[config.mk]
export PLATFORM = sky130hd
export DESIGN_NAME = epl_core
export DESIGN_NICKNAME = d
export VERILOG_FILES = /design/src/design/epl_core.v /design/src/design/epl_led_sel.v /design/src/design/epl_stretch.v
export VERILOG_INCLUDE_DIRS = /design/src /design/src/inc
export SDC_FILE = /design/constraint.sdc
export NUM_CORES = 1
export LEC_CHECK = 0
export BUFFER_PORTS_ARGS = -buffer_cell sky130_fd_sc_hd__buf_4
export CAP_MARGIN = 10
export CORE_MARGIN = 4
export CORE_UTILIZATION = 58
export CTS_CLUSTER_DIAMETER = 100
export DETAILED_ROUTE_END_ITERATION = 7
export PLACE_DENSITY_LB_ADDON = 0.05
export SLEW_MARGIN = 30
export SYNTH_ARGS = -nofsm -noshare
export SYNTH_HDL_FRONTEND = slang
export SYNTH_SLANG_ARGS = --single-unit
[constraint.sdc]
create_clock -name ref_clk -period 4.9 [get_ports ref_clk]
set_clock_uncertainty 0.05 [all_clocks]
set_input_delay 0.49 -clock ref_clk [delete_from_list [all_inputs] [get_ports ref_clk]]
set_output_delay 0.49 -clock ref_clk [all_outputs]
set_load 0.01 [all_outputs]
[src/inc/epl_consts.vh]
`ifndef EPL_CONSTS_VH
`define EPL_CONSTS_VH

// ****************************************
// phy register addresses (management port)
// ****************************************
`define EPL_ADDR_CTL2 5'h10
`define EPL_ADDR_STAT2 5'h11
`define EPL_ADDR_IRQ_EN 5'h12
`define EPL_ADDR_IRQ_FLAG 5'h13
`define EPL_ADDR_LED_CTL 5'h14

// ****************************************
// controller-side register index
// ****************************************
`define EPL_REG_ENABLE 1'h0
`define EPL_REG_FLAGS 1'h1

// ****************************************
// field positions
// ****************************************
`define EPL_C2_FORCE 14
`define EPL_C2_HDL 8
`define EPL_C2_RXN 4
`define EPL_S2_TX 13
`define EPL_S2_RX 12
`define EPL_S2_COL 11
`define EPL_S2_LINK 10
`define EPL_LC_KEEP_HI 13
`define EPL_LC_KEEP_LO 12
`define EPL_LC_A_HI 11
`define EPL_LC_A_LO 8
`define EPL_LC_B_HI 7
`define EPL_LC_B_LO 4
`define EPL_LC_FRQ_HI 3
`define EPL_LC_FRQ_LO 2
`define EPL_LC_STRETCH_EN 1
`define EPL_IE_LINK 4
`define EPL_IE_GLOBAL 1
`define EPL_IR_LINK 4
`define EPL_IR_GLOBAL 2
`define EPL_E_PKT 6
`define EPL_E_DMA 5
`define EPL_E_LINK 4
`define EPL_E_TX 3
`define EPL_E_TXER 1
`define EPL_E_RXER 0
`define EPL_ENABLE_MASK 8'h7b

// ****************************************
// reset values
// ****************************************
`define EPL_RST_CTL2 16'h0000
`define EPL_RST_LED_CTL 16'h3422
`define EPL_RST_ENABLE 8'h00

// ****************************************
// led codes
// ****************************************
`define EPL_LED_TX 4'h1
`define EPL_LED_RX 4'h2
`define EPL_LED_COL 4'h3
`define EPL_LED_LINK 4'h4
`define EPL_LED_DPX 4'h5
`define EPL_LED_TXRX 4'h7
`define EPL_LED_ON 4'h8
`define EPL_LED_OFF 4'h9
`define EPL_LED_FAST 4'ha
`define EPL_LED_SLOW 4'hb
`define EPL_LED_LNK_RX 4'hc
`define EPL_LED_LNK_TXRX 4'hd

// ****************************************
// timing
// ****************************************
`define EPL_CLK_KHZ 25000
`define EPL_TICK_MS 1
`define EPL_NORMAL_MS 32
`define EPL_MEDIUM_MS 64
`define EPL_LONG_MS 128
`define EPL_FAST_MS 64
`define EPL_SLOW_MS 256

`endif
[src/design/epl_core.v]
`timescale 1ns/1ps
`include "epl_consts.vh"

module epl_core #(
   parameter TICK_CYCLES = `EPL_CLK_KHZ * `EPL_TICK_MS,
   parameter CNT_W = 9,
   parameter NORMAL_MS = `EPL_NORMAL_MS,
   parameter MEDIUM_MS = `EPL_MEDIUM_MS,
   parameter LONG_MS = `EPL_LONG_MS,
   parameter FAST_MS = `EPL_FAST_MS,
   parameter SLOW_MS = `EPL_SLOW_MS
) (
   // clock and reset
   input wire ref_clk,
   input wire reset,
   // phy management port
   input wire [4:0] mgmt_reg_address,
   input wire mgmt_wr,
   input wire [15:0] mgmt_wr_data,
   input wire mgmt_rd,
   output reg [15:0] mgmt_rd_data_ff,
   output reg mgmt_rd_valid_ff,
   // controller register port
   input wire sfr_addr,
   input wire sfr_wr,
   input wire [7:0] sfr_wr_data,
   output reg [7:0] sfr_rd_data_ff,
   // line side
   input wire mac_tx_request,
   input wire partner_detect_pin,
   input wire rx_carrier_pin,
   input wire full_duplex,
   output wire phy_tx_enable,
   output wire half_duplex_loopback_off,
   output wire receive_normal_mode,
   // module events
   input wire packet_pending,
   input wire copy_done_event,
   input wire transmit_done_event,
   input wire transmit_error_event,
   input wire receive_error_event,
   // controller interrupt
   input wire eth_global_irq_enable,
   input wire eth_master_irq_clear,
   output reg eth_master_irq_flag_ff,
   // leds
   output wire led_a_on,
   output wire led_b_on
);

   localparam [19:0] TICK_LAST = TICK_CYCLES[19:0] - 20'h0_0001;
   localparam [CNT_W-1:0] NORMAL_LEN = NORMAL_MS[CNT_W-1:0];
   localparam [CNT_W-1:0] MEDIUM_LEN = MEDIUM_MS[CNT_W-1:0];
   localparam [CNT_W-1:0] LONG_LEN = LONG_MS[CNT_W-1:0];
   localparam [CNT_W-1:0] FAST_LAST = FAST_MS[CNT_W-1:0] - {{(CNT_W-1){1'b0}}, 1'b1};
   localparam [CNT_W-1:0] SLOW_LAST = SLOW_MS[CNT_W-1:0] - {{(CNT_W-1){1'b0}}, 1'b1};
   localparam [15:0] RST_CTL2 = `EPL_RST_CTL2, RST_LED_CTL = `EPL_RST_LED_CTL;

   // wrap-around ms counter step
   function [CNT_W-1:0] ms_step;
      input [CNT_W-1:0] cnt;
      input [CNT_W-1:0] last;
      begin
         ms_step = (cnt == last) ? {CNT_W{1'b0}} : cnt + {{(CNT_W-1){1'b0}}, 1'b1};
      end
   endfunction

   reg [1:0] partner_sync_ff, carrier_sync_ff;
   reg link_prev_ff, force_link_up_ff, hdl_off_ff, rx_normal_ff;
   reg [13:1] led_ctrl_ff;
   reg phy_link_irq_en_ff, phy_global_irq_en_ff, phy_link_flag_ff, phy_global_flag_ff;
   reg [7:0] eth_irq_en_ff;
   reg copy_done_flag_ff, tx_done_flag_ff, tx_err_flag_ff, rx_err_flag_ff, link_change_flag_ff;
   reg [19:0] tick_cnt_ff;
   reg [CNT_W-1:0] fast_cnt_ff, slow_cnt_ff, hold_len;
   reg blink_fast_ff, blink_slow_ff;
   reg [15:0] nxt_rd_data;

   wire live_link_up, phy_tx_active, phy_rx_active, phy_collision_active;
   wire link_evt, phy_link_irq, phy_flag_rd, flag_clr_wr, ms_tick;
   wire tx_long, rx_long, col_long;
   wire [7:0] flag_val;

   // ****************************************
   // pin synchronisers
   // ****************************************
   always @(posedge ref_clk or posedge reset) begin
      if (reset) begin
         partner_sync_ff <= 2'h0;
         carrier_sync_ff <= 2'h0;
      end else begin
         partner_sync_ff <= {partner_sync_ff[0], partner_detect_pin};
         carrier_sync_ff <= {carrier_sync_ff[0], rx_carrier_pin};
      end
   end

   // ****************************************
   // line status
   // ****************************************
   // force reports link up
   assign live_link_up = force_link_up_ff | partner_sync_ff[1];
   assign phy_tx_enable = live_link_up;
   assign phy_tx_active = mac_tx_request & live_link_up;
   assign phy_rx_active = carrier_sync_ff[1];
   assign phy_collision_active = phy_tx_active & phy_rx_active & ~full_duplex;
   assign half_duplex_loopback_off = hdl_off_ff;
   assign receive_normal_mode = rx_normal_ff;

   assign link_evt = live_link_up ^ link_prev_ff;
   assign phy_link_irq = link_evt & phy_link_irq_en_ff & phy_global_irq_en_ff;
   assign phy_flag_rd = mgmt_rd & (mgmt_reg_address == `EPL_ADDR_IRQ_FLAG);
   assign flag_clr_wr = sfr_wr & (sfr_addr == `EPL_REG_FLAGS);

   // ****************************************
   // phy registers
   // ****************************************
   always @(posedge ref_clk or posedge reset) begin
      if (reset) begin
         force_link_up_ff <= RST_CTL2[`EPL_C2_FORCE];
         hdl_off_ff <= RST_CTL2[`EPL_C2_HDL];
         rx_normal_ff <= RST_CTL2[`EPL_C2_RXN];
         led_ctrl_ff <= RST_LED_CTL[13:1];
         phy_link_irq_en_ff <= 1'b0;
         phy_global_irq_en_ff <= 1'b0;
         link_prev_ff <= 1'b0;
         phy_link_flag_ff <= 1'b0;
         phy_global_flag_ff <= 1'b0;
      end else begin
         link_prev_ff <= live_link_up;
         phy_link_flag_ff <= link_evt | (phy_link_flag_ff & ~phy_flag_rd);
         phy_global_flag_ff <= phy_link_irq | (phy_global_flag_ff & ~phy_flag_rd);
         if (mgmt_wr) begin
            case (mgmt_reg_address)
               `EPL_ADDR_CTL2: begin
                  force_link_up_ff <= mgmt_wr_data[`EPL_C2_FORCE];
                  hdl_off_ff <= mgmt_wr_data[`EPL_C2_HDL];
                  rx_normal_ff <= mgmt_wr_data[`EPL_C2_RXN];
               end
               `EPL_ADDR_LED_CTL: led_ctrl_ff <= mgmt_wr_data[13:1];
               `EPL_ADDR_IRQ_EN: begin
                  phy_link_irq_en_ff <= mgmt_wr_data[`EPL_IE_LINK];
                  phy_global_irq_en_ff <= mgmt_wr_data[`EPL_IE_GLOBAL];
               end
               default: force_link_up_ff <= force_link_up_ff;
            endcase
         end
      end
   end

   // ****************************************
   // management read path
   // ****************************************
   always @* begin
      nxt_rd_data = 16'h0000;
      case (mgmt_reg_address)
         `EPL_ADDR_CTL2: begin
            nxt_rd_data[`EPL_C2_FORCE] = force_link_up_ff;
            nxt_rd_data[`EPL_C2_HDL] = hdl_off_ff;
            nxt_rd_data[`EPL_C2_RXN] = rx_normal_ff;
         end
         `EPL_ADDR_STAT2: begin
            nxt_rd_data[`EPL_S2_TX] = phy_tx_active;
            nxt_rd_data[`EPL_S2_RX] = phy_rx_active;
            nxt_rd_data[`EPL_S2_COL] = phy_collision_active;
            nxt_rd_data[`EPL_S2_LINK] = live_link_up;
         end
         `EPL_ADDR_IRQ_EN: begin
            nxt_rd_data[`EPL_IE_LINK] = phy_link_irq_en_ff;
            nxt_rd_data[`EPL_IE_GLOBAL] = phy_global_irq_en_ff;
         end
         `EPL_ADDR_IRQ_FLAG: begin
            nxt_rd_data[`EPL_IR_LINK] = phy_link_flag_ff;
            nxt_rd_data[`EPL_IR_GLOBAL] = phy_global_flag_ff;
         end
         `EPL_ADDR_LED_CTL: nxt_rd_data[13:1] = led_ctrl_ff;
         // unmapped addresses read zero
         default: nxt_rd_data = 16'h0000;
      endcase
   end

   always @(posedge ref_clk or posedge reset) begin
      if (reset) begin
         mgmt_rd_data_ff <= 16'h0000;
         mgmt_rd_valid_ff <= 1'b0;
      end else begin
         mgmt_rd_valid_ff <= mgmt_rd;
         if (mgmt_rd) begin
            mgmt_rd_data_ff <= nxt_rd_data;
         end
      end
   end

   // ****************************************
   // module interrupt flags and enables
   // ****************************************
   assign flag_val = {1'b0, packet_pending, copy_done_flag_ff, link_change_flag_ff,
                      tx_done_flag_ff, 1'b0, tx_err_flag_ff, rx_err_flag_ff};

   always @(posedge ref_clk or posedge reset) begin
      if (reset) begin
         eth_irq_en_ff <= `EPL_RST_ENABLE;
         copy_done_flag_ff <= 1'b0;
         tx_done_flag_ff <= 1'b0;
         tx_err_flag_ff <= 1'b0;
         rx_err_flag_ff <= 1'b0;
         link_change_flag_ff <= 1'b0;
         eth_master_irq_flag_ff <= 1'b0;
         sfr_rd_data_ff <= 8'h00;
      end else begin
         if (sfr_wr && (sfr_addr == `EPL_REG_ENABLE)) begin
            eth_irq_en_ff <= sfr_wr_data & `EPL_ENABLE_MASK;
         end
         copy_done_flag_ff <= copy_done_event | (copy_done_flag_ff & ~(flag_clr_wr & sfr_wr_data[`EPL_E_DMA]));
         tx_done_flag_ff <= transmit_done_event | (tx_done_flag_ff & ~(flag_clr_wr & sfr_wr_data[`EPL_E_TX]));
         tx_err_flag_ff <= transmit_error_event | (tx_err_flag_ff & ~(flag_clr_wr & sfr_wr_data[`EPL_E_TXER]));
         rx_err_flag_ff <= receive_error_event | (rx_err_flag_ff & ~(flag_clr_wr & sfr_wr_data[`EPL_E_RXER]));
         // set by phy, cleared by phy flag read
         link_change_flag_ff <= phy_link_irq | (link_change_flag_ff & ~phy_flag_rd);
         // master flag needs enable and global enable
         eth_master_irq_flag_ff <= ((|(flag_val & eth_irq_en_ff)) & eth_global_irq_enable) |
                                   (eth_master_irq_flag_ff & ~eth_master_irq_clear);
         sfr_rd_data_ff <= (sfr_addr == `EPL_REG_ENABLE) ? eth_irq_en_ff : flag_val;
      end
   end

   // ****************************************
   // millisecond tick and blink
   // ****************************************
   // one shared divider keeps both leds in phase
   assign ms_tick = (tick_cnt_ff == TICK_LAST);

   always @(posedge ref_clk or posedge reset) begin
      if (reset) begin
         tick_cnt_ff <= 20'h0_0000;
         fast_cnt_ff <= {CNT_W{1'b0}};
         slow_cnt_ff <= {CNT_W{1'b0}};
         blink_fast_ff <= 1'b0;
         blink_slow_ff <= 1'b0;
      end else begin
         tick_cnt_ff <= ms_tick ? 20'h0_0000 : tick_cnt_ff + 20'h0_0001;
         if (ms_tick) begin
            fast_cnt_ff <= ms_step(fast_cnt_ff, FAST_LAST);
            slow_cnt_ff <= ms_step(slow_cnt_ff, SLOW_LAST);
            if (fast_cnt_ff == FAST_LAST) begin
               blink_fast_ff <= ~blink_fast_ff;
            end
            if (slow_cnt_ff == SLOW_LAST) begin
               blink_slow_ff <= ~blink_slow_ff;
            end
         end
      end
   end

   // ****************************************
   // stretch selection
   // ****************************************
   always @* begin
      case (led_ctrl_ff[`EPL_LC_FRQ_HI:`EPL_LC_FRQ_LO])
         2'h1: hold_len = MEDIUM_LEN;
         2'h2: hold_len = LONG_LEN;
         // reserved 11 falls back to normal
         default: hold_len = NORMAL_LEN;
      endcase
   end

   epl_stretch #(.CNT_W(CNT_W)) u_str_tx (
      .ref_clk(ref_clk), .reset(reset), .ms_tick(ms_tick), .hold_ms(hold_len), .event_now(phy_tx_active),
      .event_long(tx_long));

   epl_stretch #(.CNT_W(CNT_W)) u_str_rx (
      .ref_clk(ref_clk), .reset(reset), .ms_tick(ms_tick), .hold_ms(hold_len), .event_now(phy_rx_active),
      .event_long(rx_long));

   epl_stretch #(.CNT_W(CNT_W)) u_str_col (
      .ref_clk(ref_clk), .reset(reset), .ms_tick(ms_tick), .hold_ms(hold_len), .event_now(phy_collision_active),
      .event_long(col_long));

   // ****************************************
   // led drivers
   // ****************************************
   // first led field
   epl_led_sel u_led_a (
      .ref_clk(ref_clk), .reset(reset), .func_sel(led_ctrl_ff[`EPL_LC_A_HI:`EPL_LC_A_LO]),
      .stretch_en(led_ctrl_ff[`EPL_LC_STRETCH_EN]), .tx_now(phy_tx_active), .rx_now(phy_rx_active),
      .col_now(phy_collision_active), .tx_long(tx_long), .rx_long(rx_long), .col_long(col_long),
      .link_up(live_link_up), .duplex_full(full_duplex), .blink_fast(blink_fast_ff), .blink_slow(blink_slow_ff),
      .led_on_ff(led_a_on)
   );

   epl_led_sel u_led_b (
      .ref_clk(ref_clk), .reset(reset), .func_sel(led_ctrl_ff[`EPL_LC_B_HI:`EPL_LC_B_LO]),
      .stretch_en(led_ctrl_ff[`EPL_LC_STRETCH_EN]), .tx_now(phy_tx_active), .rx_now(phy_rx_active),
      .col_now(phy_collision_active), .tx_long(tx_long), .rx_long(rx_long), .col_long(col_long),
      .link_up(live_link_up), .duplex_full(full_duplex), .blink_fast(blink_fast_ff), .blink_slow(blink_slow_ff),
      .led_on_ff(led_b_on)
   );

endmodule // epl_core

[src/design/epl_led_sel.v]
`timescale 1ns/1ps
`include "epl_consts.vh"

module epl_led_sel (
   // clock and reset
   input wire ref_clk,
   input wire reset,
   // configuration
   input wire [3:0] func_sel,
   input wire stretch_en,
   // live activity
   input wire tx_now,
   input wire rx_now,
   input wire col_now,
   // stretched activity
   input wire tx_long,
   input wire rx_long,
   input wire col_long,
   // steady state
   input wire link_up,
   input wire duplex_full,
   input wire blink_fast,
   input wire blink_slow,
   // led drive
   output reg led_on_ff
);

   reg nxt_led_on;
   wire tx_v;
   wire rx_v;
   wire col_v;

   assign tx_v = stretch_en ? tx_long : tx_now;
   assign rx_v = stretch_en ? rx_long : rx_now;
   assign col_v = stretch_en ? col_long : col_now;

   // ****************************************
   // function decode
   // ****************************************
   always @* begin
      case (func_sel)
         `EPL_LED_TX: nxt_led_on = tx_v;
         `EPL_LED_RX: nxt_led_on = rx_v;
         `EPL_LED_COL: nxt_led_on = col_v;
         `EPL_LED_LINK: nxt_led_on = link_up;
         `EPL_LED_DPX: nxt_led_on = duplex_full;
         `EPL_LED_TXRX: nxt_led_on = tx_v | rx_v;
         `EPL_LED_ON: nxt_led_on = 1'b1;
         `EPL_LED_OFF: nxt_led_on = 1'b0;
         `EPL_LED_FAST: nxt_led_on = blink_fast;
         `EPL_LED_SLOW: nxt_led_on = blink_slow;
         `EPL_LED_LNK_RX: nxt_led_on = link_up & ~rx_long;
         `EPL_LED_LNK_TXRX: nxt_led_on = link_up & ~(tx_long | rx_long);
         // reserved codes keep the led dark
         default: nxt_led_on = 1'b0;
      endcase
   end

   always @(posedge ref_clk or posedge reset) begin
      if (reset) begin
         led_on_ff <= 1'b0;
      end else begin
         led_on_ff <= nxt_led_on;
      end
   end

endmodule // epl_led_sel

[src/design/epl_stretch.v]
`timescale 1ns/1ps
`include "epl_consts.vh"

module epl_stretch #(
   parameter CNT_W = 9
) (
   // clock and reset
   input wire ref_clk,
   input wire reset,
   // timing
   input wire ms_tick,
   input wire [CNT_W-1:0] hold_ms,
   // event in, stretched out
   input wire event_now,
   output wire event_long
);

   reg [CNT_W-1:0] left_ff;
   reg [CNT_W-1:0] nxt_left;

   // ****************************************
   // retriggerable hold counter
   // ****************************************
   // hold restarts while the event lasts, so bursts merge
   always @* begin
      nxt_left = left_ff;
      if (event_now) begin
         nxt_left = hold_ms;
      end else if (ms_tick && (left_ff != {CNT_W{1'b0}})) begin
         nxt_left = left_ff - {{(CNT_W-1){1'b0}}, 1'b1};
      end
   end

   always @(posedge ref_clk or posedge reset) begin
      if (reset) begin
         left_ff <= {CNT_W{1'b0}};
      end else begin
         left_ff <= nxt_left;
      end
   end

   assign event_long = event_now | (left_ff != {CNT_W{1'b0}});

endmodule // epl_stretch

==> metrics.log, run 1 <==
[metrics] max-capacitance violation count: 0
[metrics] total global-route track usage: 22.2%
[metrics] met2 usage: 34.3%
[metrics] share of the synthesized area in the top cell type: 49.9%
[metrics] number of buffers added by the clock tree synthesis step: 17
[metrics] number of enable flip-flop cells after synthesis: 0
[metrics] antenna violations before repair: 0
[metrics] Worst Setup End Kind: flip-flop
[metrics] result of the run: finished clean
[metrics] clock group share of total power: 41.6%
[metrics] footprint of the flip-flops and latches: 0.00318 sq mm
[metrics] Cell variety after synth: 58
[metrics] area enclosed by the die boundary: 0.0123 sq mm
[metrics] GR met3 Demand/Resource: 6.99%
[metrics] critical path fanouts, max: 16
[metrics] sequential-to-total area share from yosys stat: 52.1%
[metrics] final slew viol count: 0
[metrics] Cell Pwr Density: 375 mW/mm^2
[metrics] Site Rows: 37
[metrics] per-instance average area after synthesis: 10.4 sq um
[metrics] count of boundary I/O pins: 77
[metrics] buffering stage count on the worst path with inverters included: 0
[metrics] Cells after DPL: 775
[metrics] Chip Height: 111 um
[metrics] sequential cell fraction of total power: 45.7%
[metrics] post-DR vias/cell: 5.76
[metrics] cell-internal power: 2.02 mW
[metrics] clock net sink count: 127
[metrics] WL/cell: 15.8 um
[metrics] Final Hold Vio Count: 0
[metrics] # Post-CTS Setup Buffers: 0
[metrics] clock tree from TritonCTS: built
[metrics] Post-Synthesis Cells: 591
[metrics] Sw Share: 25.9%
[metrics] setup repair after global routing missed its margin: no
[metrics] number of nets with antenna violations after detailed routing: 0
[metrics] drt first pass iters: 4
[metrics] flip-flop cell with the highest count after synthesis: dfrtp_1
[metrics] WP data arrival: 2.99 ns
[metrics] Final Instance Area: 0.00726 sq mm
[metrics] vias in the first global route: 4,718
[metrics] post-placement cell area: 0.00670 sq mm
[metrics] floorplan core area: 0.0103 sq mm
[metrics] maximum single-stage delay on the critical path: 0.62 ns
[metrics] total via count after detailed routing: 4,656
[metrics] Filler cells: 778
[metrics] clock-pin slew on the worst setup and hold paths: 0.06 ns
[metrics] area of the mapped netlist: 0.00612 sq mm
[metrics] minimum period implied by the final worst setup slack: 2.61 ns
[metrics] Buffers on Ports: 68
[metrics] Clock Path Buffers: 2
[metrics] remaining global-route overflow: 0
[metrics] Most Used Layer, Global Route: met2
[metrics] H-tree lvl count: 4
[metrics] Skew-Pair Late Insertion Delay: 0.52 ns
[metrics] Area contributors post-synth: dfrtp_1, mux2_2, nor2_1, xnor2_1, nand2_1
[metrics] crit path max-delay cell type: and2_1
[metrics] buffer type at the clock tree root: clkbuf_8
[metrics] largest net degree at the start of global routing: 73
[metrics] startpoint-to-endpoint class of the critical path: reg -> reg
[metrics] required arrival time at the worst endpoint: 5.28 ns
[metrics] Highest Clock Rate: 383 MHz
[metrics] nature of the critical path startpoint: flip-flop
[metrics] global-route wire length before repair: 22,300 um
[metrics] post-synth top area cell: dfrtp_1
[metrics] Hold/Removal Path Class: in -> async
[metrics] Peak VDD IR: 0.266 mV
[metrics] net switching power: 0.705 mW
[metrics] worst-path cell chain: nor4_1, and4_1, and2_1, nand2_1, o31ai_1
[metrics] non-filler cells, final: 808
[metrics] share of post-route cells with drive strength above 1: 22.0%
[metrics] post-route DRC violation count: 0
[metrics] starting density of the core: 59.5%
[metrics] final clock period utilization by the worst path: 53.2%
[metrics] drt first-iter violations: 312
[metrics] setup violators final: 0
[metrics] count of nets after finishing: 717
[metrics] diode insertion count for antenna repair: 0
[metrics] number of synthesized register bits: 127
[metrics] Slew HR: 55.2%
[metrics] met1 usage in global routing: 29.5%
[metrics] standby leakage power: 3.18 nW
[metrics] transition time at the pin with the least slew margin: 0.671 ns
[metrics] Chip Width: 111 um
[metrics] post-cts gate resize count: 0
[metrics] drt total wl: 12,800 um
[metrics] proportion of power drawn by combinational gates: 12.7%
[metrics] cell family contributing the most delay on the critical path: simple AND/OR/NAND/NOR gates
[metrics] sum of negative setup slack: 0 ns
[metrics] Synth warnings: 0
[metrics] Synth async-reset ratio: 100%
[metrics] hold buffer count at cts: 1
[metrics] area growth from synthesis to final layout: 18.7%
[metrics] post-detailed-placement half-perimeter wirelength: 8950 um
[metrics] worst slack on hold paths: 0.00836 ns
[metrics] routability cong.: 0.845
[metrics] Multi-input gate area: 0.00272 sq mm
[metrics] core utilization of the finished layout: 70.7%
layer usage:
| layer | up-vias | part of all wire [%] |
|---|---|---|
| met5 | - | 0 |
| li1 | 2249 | - |
| met4 | 0 | 2.0 |
| met2 | 108 | 49 |
| met3 | 21 | 4.4 |
| met1 | 2278 | 45 |
power by group through the flow:
stage,logic [mW],registers [mW],clock network [mW]
floorplan,0.236,1.23,0
CTS,0.350,1.24,1.16
finish,0.346,1.24,1.13
detailed placement,0.347,1.26,0
global placement,0.337,1.25,0
global route,0.387,1.26,1.21
layout by cell type, fill, tap and decap left out, drive strengths merged, types with 12 or more instances in the layout:
cell type  instances
nor4              15
inv               26
nor3              14
dfrtp            122
or3               14
o21ai             30
xor2              18
clkbuf            21
xnor2             19
nand2             42
a21oi             19
mux2              33
buf               70
nor2              54
nand3             27
or4               12
worst reg2reg max path, delay by kind of cell, from the launching register on:
| family | cells | cell delay (ns) |
|---|---|---|
| flip-flops | 1 | 0.43 |
| AO/OA/AOI/OAI | 1 | 0.26 |
| AND/OR/NAND/NOR | 4 | 1.76 |
registers in the layout, summed over array words and instances, names as in the netlist, 6 cells and up:
register,flops
eth_irq_en_ff,6
fast_cnt_ff,9
led_ctrl_ff,13
mgmt_rd_data_ff,14
sfr_rd_data_ff,6
slow_cnt_ff,9
tick_cnt_ff,20
u_str_col.left_ff,9
u_str_rx.left_ff,9
u_str_tx.left_ff,9
metrics by stage:
stage	power (mW)	setup WS, ns
6_report	2.72	2.29
5_1_grt	2.86	2.02
4_1_cts	2.75	2.29
3_5_place_dp	1.60	2.32
3_3_place_gp	1.59	2.34
2_1_floorplan	1.47	0.984
layout make-up:
cell class / instances / area share, %
tap: 136 / 2.34
clock buffer: 21 / 6.19
timing repair buffer: 72 / 7.51
inverter: 27 / 1.46
multi-input combinational: 415 / 37.4
sequential: 127 / 43.8
clock inverter: 10 / 1.24
cell usage after synthesis, types with 3 or more instances:
| cell | number |
|---|---|
| a211oi_1 | 4 |
| a21o_1 | 5 |
| a21oi_1 | 18 |
| a22oi_1 | 11 |
| a31oi_1 | 9 |
| and2_1 | 7 |
| and3_1 | 8 |
| and4_1 | 4 |
| buf_4 | 6 |
| clkbuf_1 | 14 |
| dfrtp_1 | 122 |
| dfstp_2 | 5 |
| ha_1 | 11 |
| inv_1 | 26 |
| mux2_2 | 33 |
| nand2_1 | 42 |
| nand2b_1 | 8 |
| nand3_1 | 27 |
| nand4_1 | 11 |
| nor2_1 | 54 |
| nor2b_1 | 3 |
| nor3_1 | 13 |
| nor4_1 | 15 |
| o21ai_0 | 29 |
| o31ai_1 | 8 |
| or3_1 | 11 |
| or3_2 | 3 |
| or4_1 | 10 |
| xnor2_1 | 19 |
| xor2_1 | 18 |
cell families (layout without fill, tap and decap cells):
kind of cell             after synthesis  in the layout  synth area share (%)
other                                  1              4                0.0613
AND/OR/NAND/NOR                      230            230                  20.0
AO/OA/AOI/OAI                         99             99                  10.4
flip-flops                           127            127                  52.1
buffers and inverters                 52            130                  3.72
adder cells (fa/ha/maj)               11             11                  2.25
XOR/XNOR                              37             37                  5.30
multiplexers                          34             34                  6.24
final timing paths:
kind / startpoint / endpoint / slack, ns / depth (start not counted)
hold reg to reg: carrier_sync_ff[0]$_DFF_PP0_ / carrier_sync_ff[1]$_DFF_PP0_ / 0.30 / 0
min in group ref_clk: eth_master_irq_clear / eth_master_irq_flag_ff$_DFF_PP0_ / 0.09 / 2
max in group asynchronous: reset / tick_cnt_ff[17]$_DFF_PP0_ / 3.67 / 3
hold / removal: reset / force_link_up_ff$_DFFE_PP0P_ / 0.008 / 2
setup / recovery: tick_cnt_ff[6]$_DFF_PP0_ / fast_cnt_ff[3]$_DFFE_PP0N_ / 2.29 / 5
setup reg to reg: tick_cnt_ff[6]$_DFF_PP0_ / fast_cnt_ff[3]$_DFFE_PP0N_ / 2.29 / 5
Note: power is estimated with default switching activity, not from simulation.
==> run 2, diff against run 1 <==
Settings changed: CORE_UTILIZATION 58 to 52.
Clock period 4.9 ns to 2.2 ns, I/O delays scaled along.
==> run 2 against run 1 <==
Critical path type unchanged. The run now ends with setup timing left. Design area rose by 13%. Largest power group is now clock. Total power rose by 150%. Sequential power rose by 120%. Sequential share of layout area fell by 5.2 points. Critical path depth did not move. Via count rose by 8.8%. Sequential cell count did not move. Combinational power rose to 2.7 times the previous value. Register-to-register slack got worse by 2.4 ns. Die area rose by 11%.
==> metrics.log, run 2 (same netlist as run 1, synthesis figures left out) <==
[metrics] floorplan core area: 0.0115 sq mm
[metrics] number of nets with antenna violations after detailed routing: 0
[metrics] flip-flop count of the largest register after layout: 20
[metrics] global-route wire length before repair: 23,500 um
[metrics] Buffers on Ports: 68
[metrics] clock-pin slew on the worst setup and hold paths: 0.06 ns
[metrics] Clock Path Buffers: 2
[metrics] Highest Clock Rate: 431 MHz
[metrics] Chip Height: 116 um
[metrics] drt first-iter violations: 376
[metrics] nature of the critical path startpoint: flip-flop
[metrics] clock group share of total power: 44.6%
[metrics] Site Rows: 39
[metrics] diode insertion count for antenna repair: 0
[metrics] drt first pass iters: 4
[metrics] net switching power: 1.72 mW
[metrics] clock net sink count: 127
[metrics] WL/cell: 16.3 um
[metrics] count of boundary I/O pins: 77
[metrics] setup violators final: 11
[metrics] post-DR vias/cell: 5.64
[metrics] core utilization of the finished layout: 71.9%
[metrics] drt total wl: 14,600 um
[metrics] Sw Share: 25.6%
[metrics] most common library cell in the layout ignoring fill and taps: dfrtp_1
[metrics] post-placement cell area: 0.00709 sq mm
[metrics] commonest cells after routing, fill and taps aside: dfrtp_1, buf_4, nor2_1, nand2_1, mux2_2
[metrics] transition time at the pin with the least slew margin: 0.670 ns
[metrics] non-filler cells, final: 898
[metrics] Filler cells: 842
[metrics] standby leakage power: 3.67 nW
[metrics] clock tree from TritonCTS: built
[metrics] routability cong.: 0.814
[metrics] total via count after detailed routing: 5,065
[metrics] Final Instance Area: 0.00824 sq mm
[metrics] final clock period utilization by the worst path: 106%
[metrics] Cell Pwr Density: 813 mW/mm^2
[metrics] post-route DRC violation count: 0
[metrics] Peak VDD IR: 0.777 mV
[metrics] sequential cell fraction of total power: 41.3%
[metrics] Worst Setup End Kind: flip-flop
[metrics] required arrival time at the worst endpoint: 2.43 ns
[metrics] max-capacitance violation count: 0
[metrics] post-layout power: 6.70 mW
[metrics] share of post-route cells with drive strength above 1: 30.7%
[metrics] Chip Width: 116 um
[metrics] sum of negative setup slack: -0.660 ns
[metrics] buffer type at the clock tree root: clkbuf_16
[metrics] result of the run: finished with violations
[metrics] vias in the first global route: 4,998
[metrics] cell-internal power: 4.98 mW
[metrics] Placement Setup Slack: -0.179 ns
[metrics] area enclosed by the die boundary: 0.0136 sq mm
[metrics] count of nets after finishing: 799
[metrics] Hold/Removal Path Class: in -> reg
[metrics] number of buffers added by the clock tree synthesis step: 17
[metrics] violations in the final reports: setup timing
[metrics] WP data arrival: 2.55 ns
[metrics] largest reg by FF count: tick_cnt_ff
[metrics] setup repair after global routing missed its margin: yes
[metrics] proportion of power drawn by combinational gates: 14.1%
[metrics] startpoint-to-endpoint class of the critical path: reg -> reg
[metrics] largest registers: tick_cnt_ff: 20 flops, mgmt_rd_data_ff: 14 flops, led_ctrl_ff: 13 flops
[metrics] final slew viol count: 0
[metrics] Cells after DPL: 829
[metrics] area growth from synthesis to final layout: 34.7%
[metrics] Skew-Pair Late Insertion Delay: 0.42 ns
[metrics] Final Hold Vio Count: 0
[metrics] critical path fanouts, max: 4
[metrics] minimum period implied by the final worst setup slack: 2.32 ns
[metrics] starting density of the core: 53.3%
[metrics] largest net degree at the start of global routing: 128
[metrics] total global-route track usage: 22.1%
[metrics] H-tree lvl count: 4
[metrics] worst slack on hold paths: 0.0265 ns
[metrics] post-detailed-placement half-perimeter wirelength: 9670 um
[metrics] final setup slack of the worst path: -0.122 ns
[metrics] Slew HR: 55.3%
[metrics] antenna violations before repair: 0
[metrics] remaining global-route overflow: 0
==> run 2: metal layers <==
metal | GRT usage, % | vias to the layer above | routed length [um]
li1 | - | 2413 | -
met1 | 28.1 | 2532 | 6300
met2 | 36.6 | 95 | 7550
met3 | 5.28 | 25 | 554
met4 | 8.97 | 0 | 219
met5 | 0 | - | 0
==> run 2: path summary, 6_finish.rpt <==
check,start,end,slack [ns],cells past startpoint
worst min register to register,carrier_sync_ff[0]$_DFF_PP0_,carrier_sync_ff[1]$_DFF_PP0_,0.30,0
worst min-delay path,mgmt_rd,mgmt_rd_valid_ff$_DFF_PP0_,0.03,1
worst max-delay path,u_str_rx.left_ff[3]$_DFFE_PP0P_,u_led_a.led_on_ff$_DFF_PP0_,-0.12,5
worst max register to register,u_str_rx.left_ff[3]$_DFFE_PP0P_,u_led_a.led_on_ff$_DFF_PP0_,-0.12,5
min in group asynchronous,reset,u_str_col.left_ff[1]$_DFFE_PP0P_,0.50,4
max in group asynchronous,reset,tick_cnt_ff[3]$_DFF_PP0_,1.09,4
==> run 2: critical path, stage by stage, from the launching register on <==
cell     delay [ns]
dfrtp_1        0.38
or4_4          0.55
or4_4          0.46
a21oi_4        0.17
nor4_1         0.07
or4b_1         0.52
==> run 2: what timing repair did <==
item	CTS	global route
endpoints found under the hold margin	120	0
setup endpoints to repair	40	38
buffers inserted	4	3
hold buffers	30	0
gates resized for setup	18	19
pin swaps	15	12
==> run 2: power by group through the flow <==
stage                     combinational (mW)  sequential (mW)  clock (mW)
after floorplan                        0.529             2.74           0
after global placement                 0.854             2.79           0
after detailed placement               0.879             2.80           0
after CTS                              0.935             2.76        3.04
after global routing                    1.03             2.80        3.15
final                                  0.942             2.77        2.99
==> run 2: layout make-up <==
class                           instances  area (sq um)  area share [%]
Multi-Input combinational cell        415          2880            35.0
Sequential cell                       127          3180            38.6
Clock buffer                           19           443            5.38
Timing Repair Buffer                  154          1260            15.3
Tap cell                              143           179            2.17
Inverter                               27           105            1.28
Clock inverter                         13           185            2.25
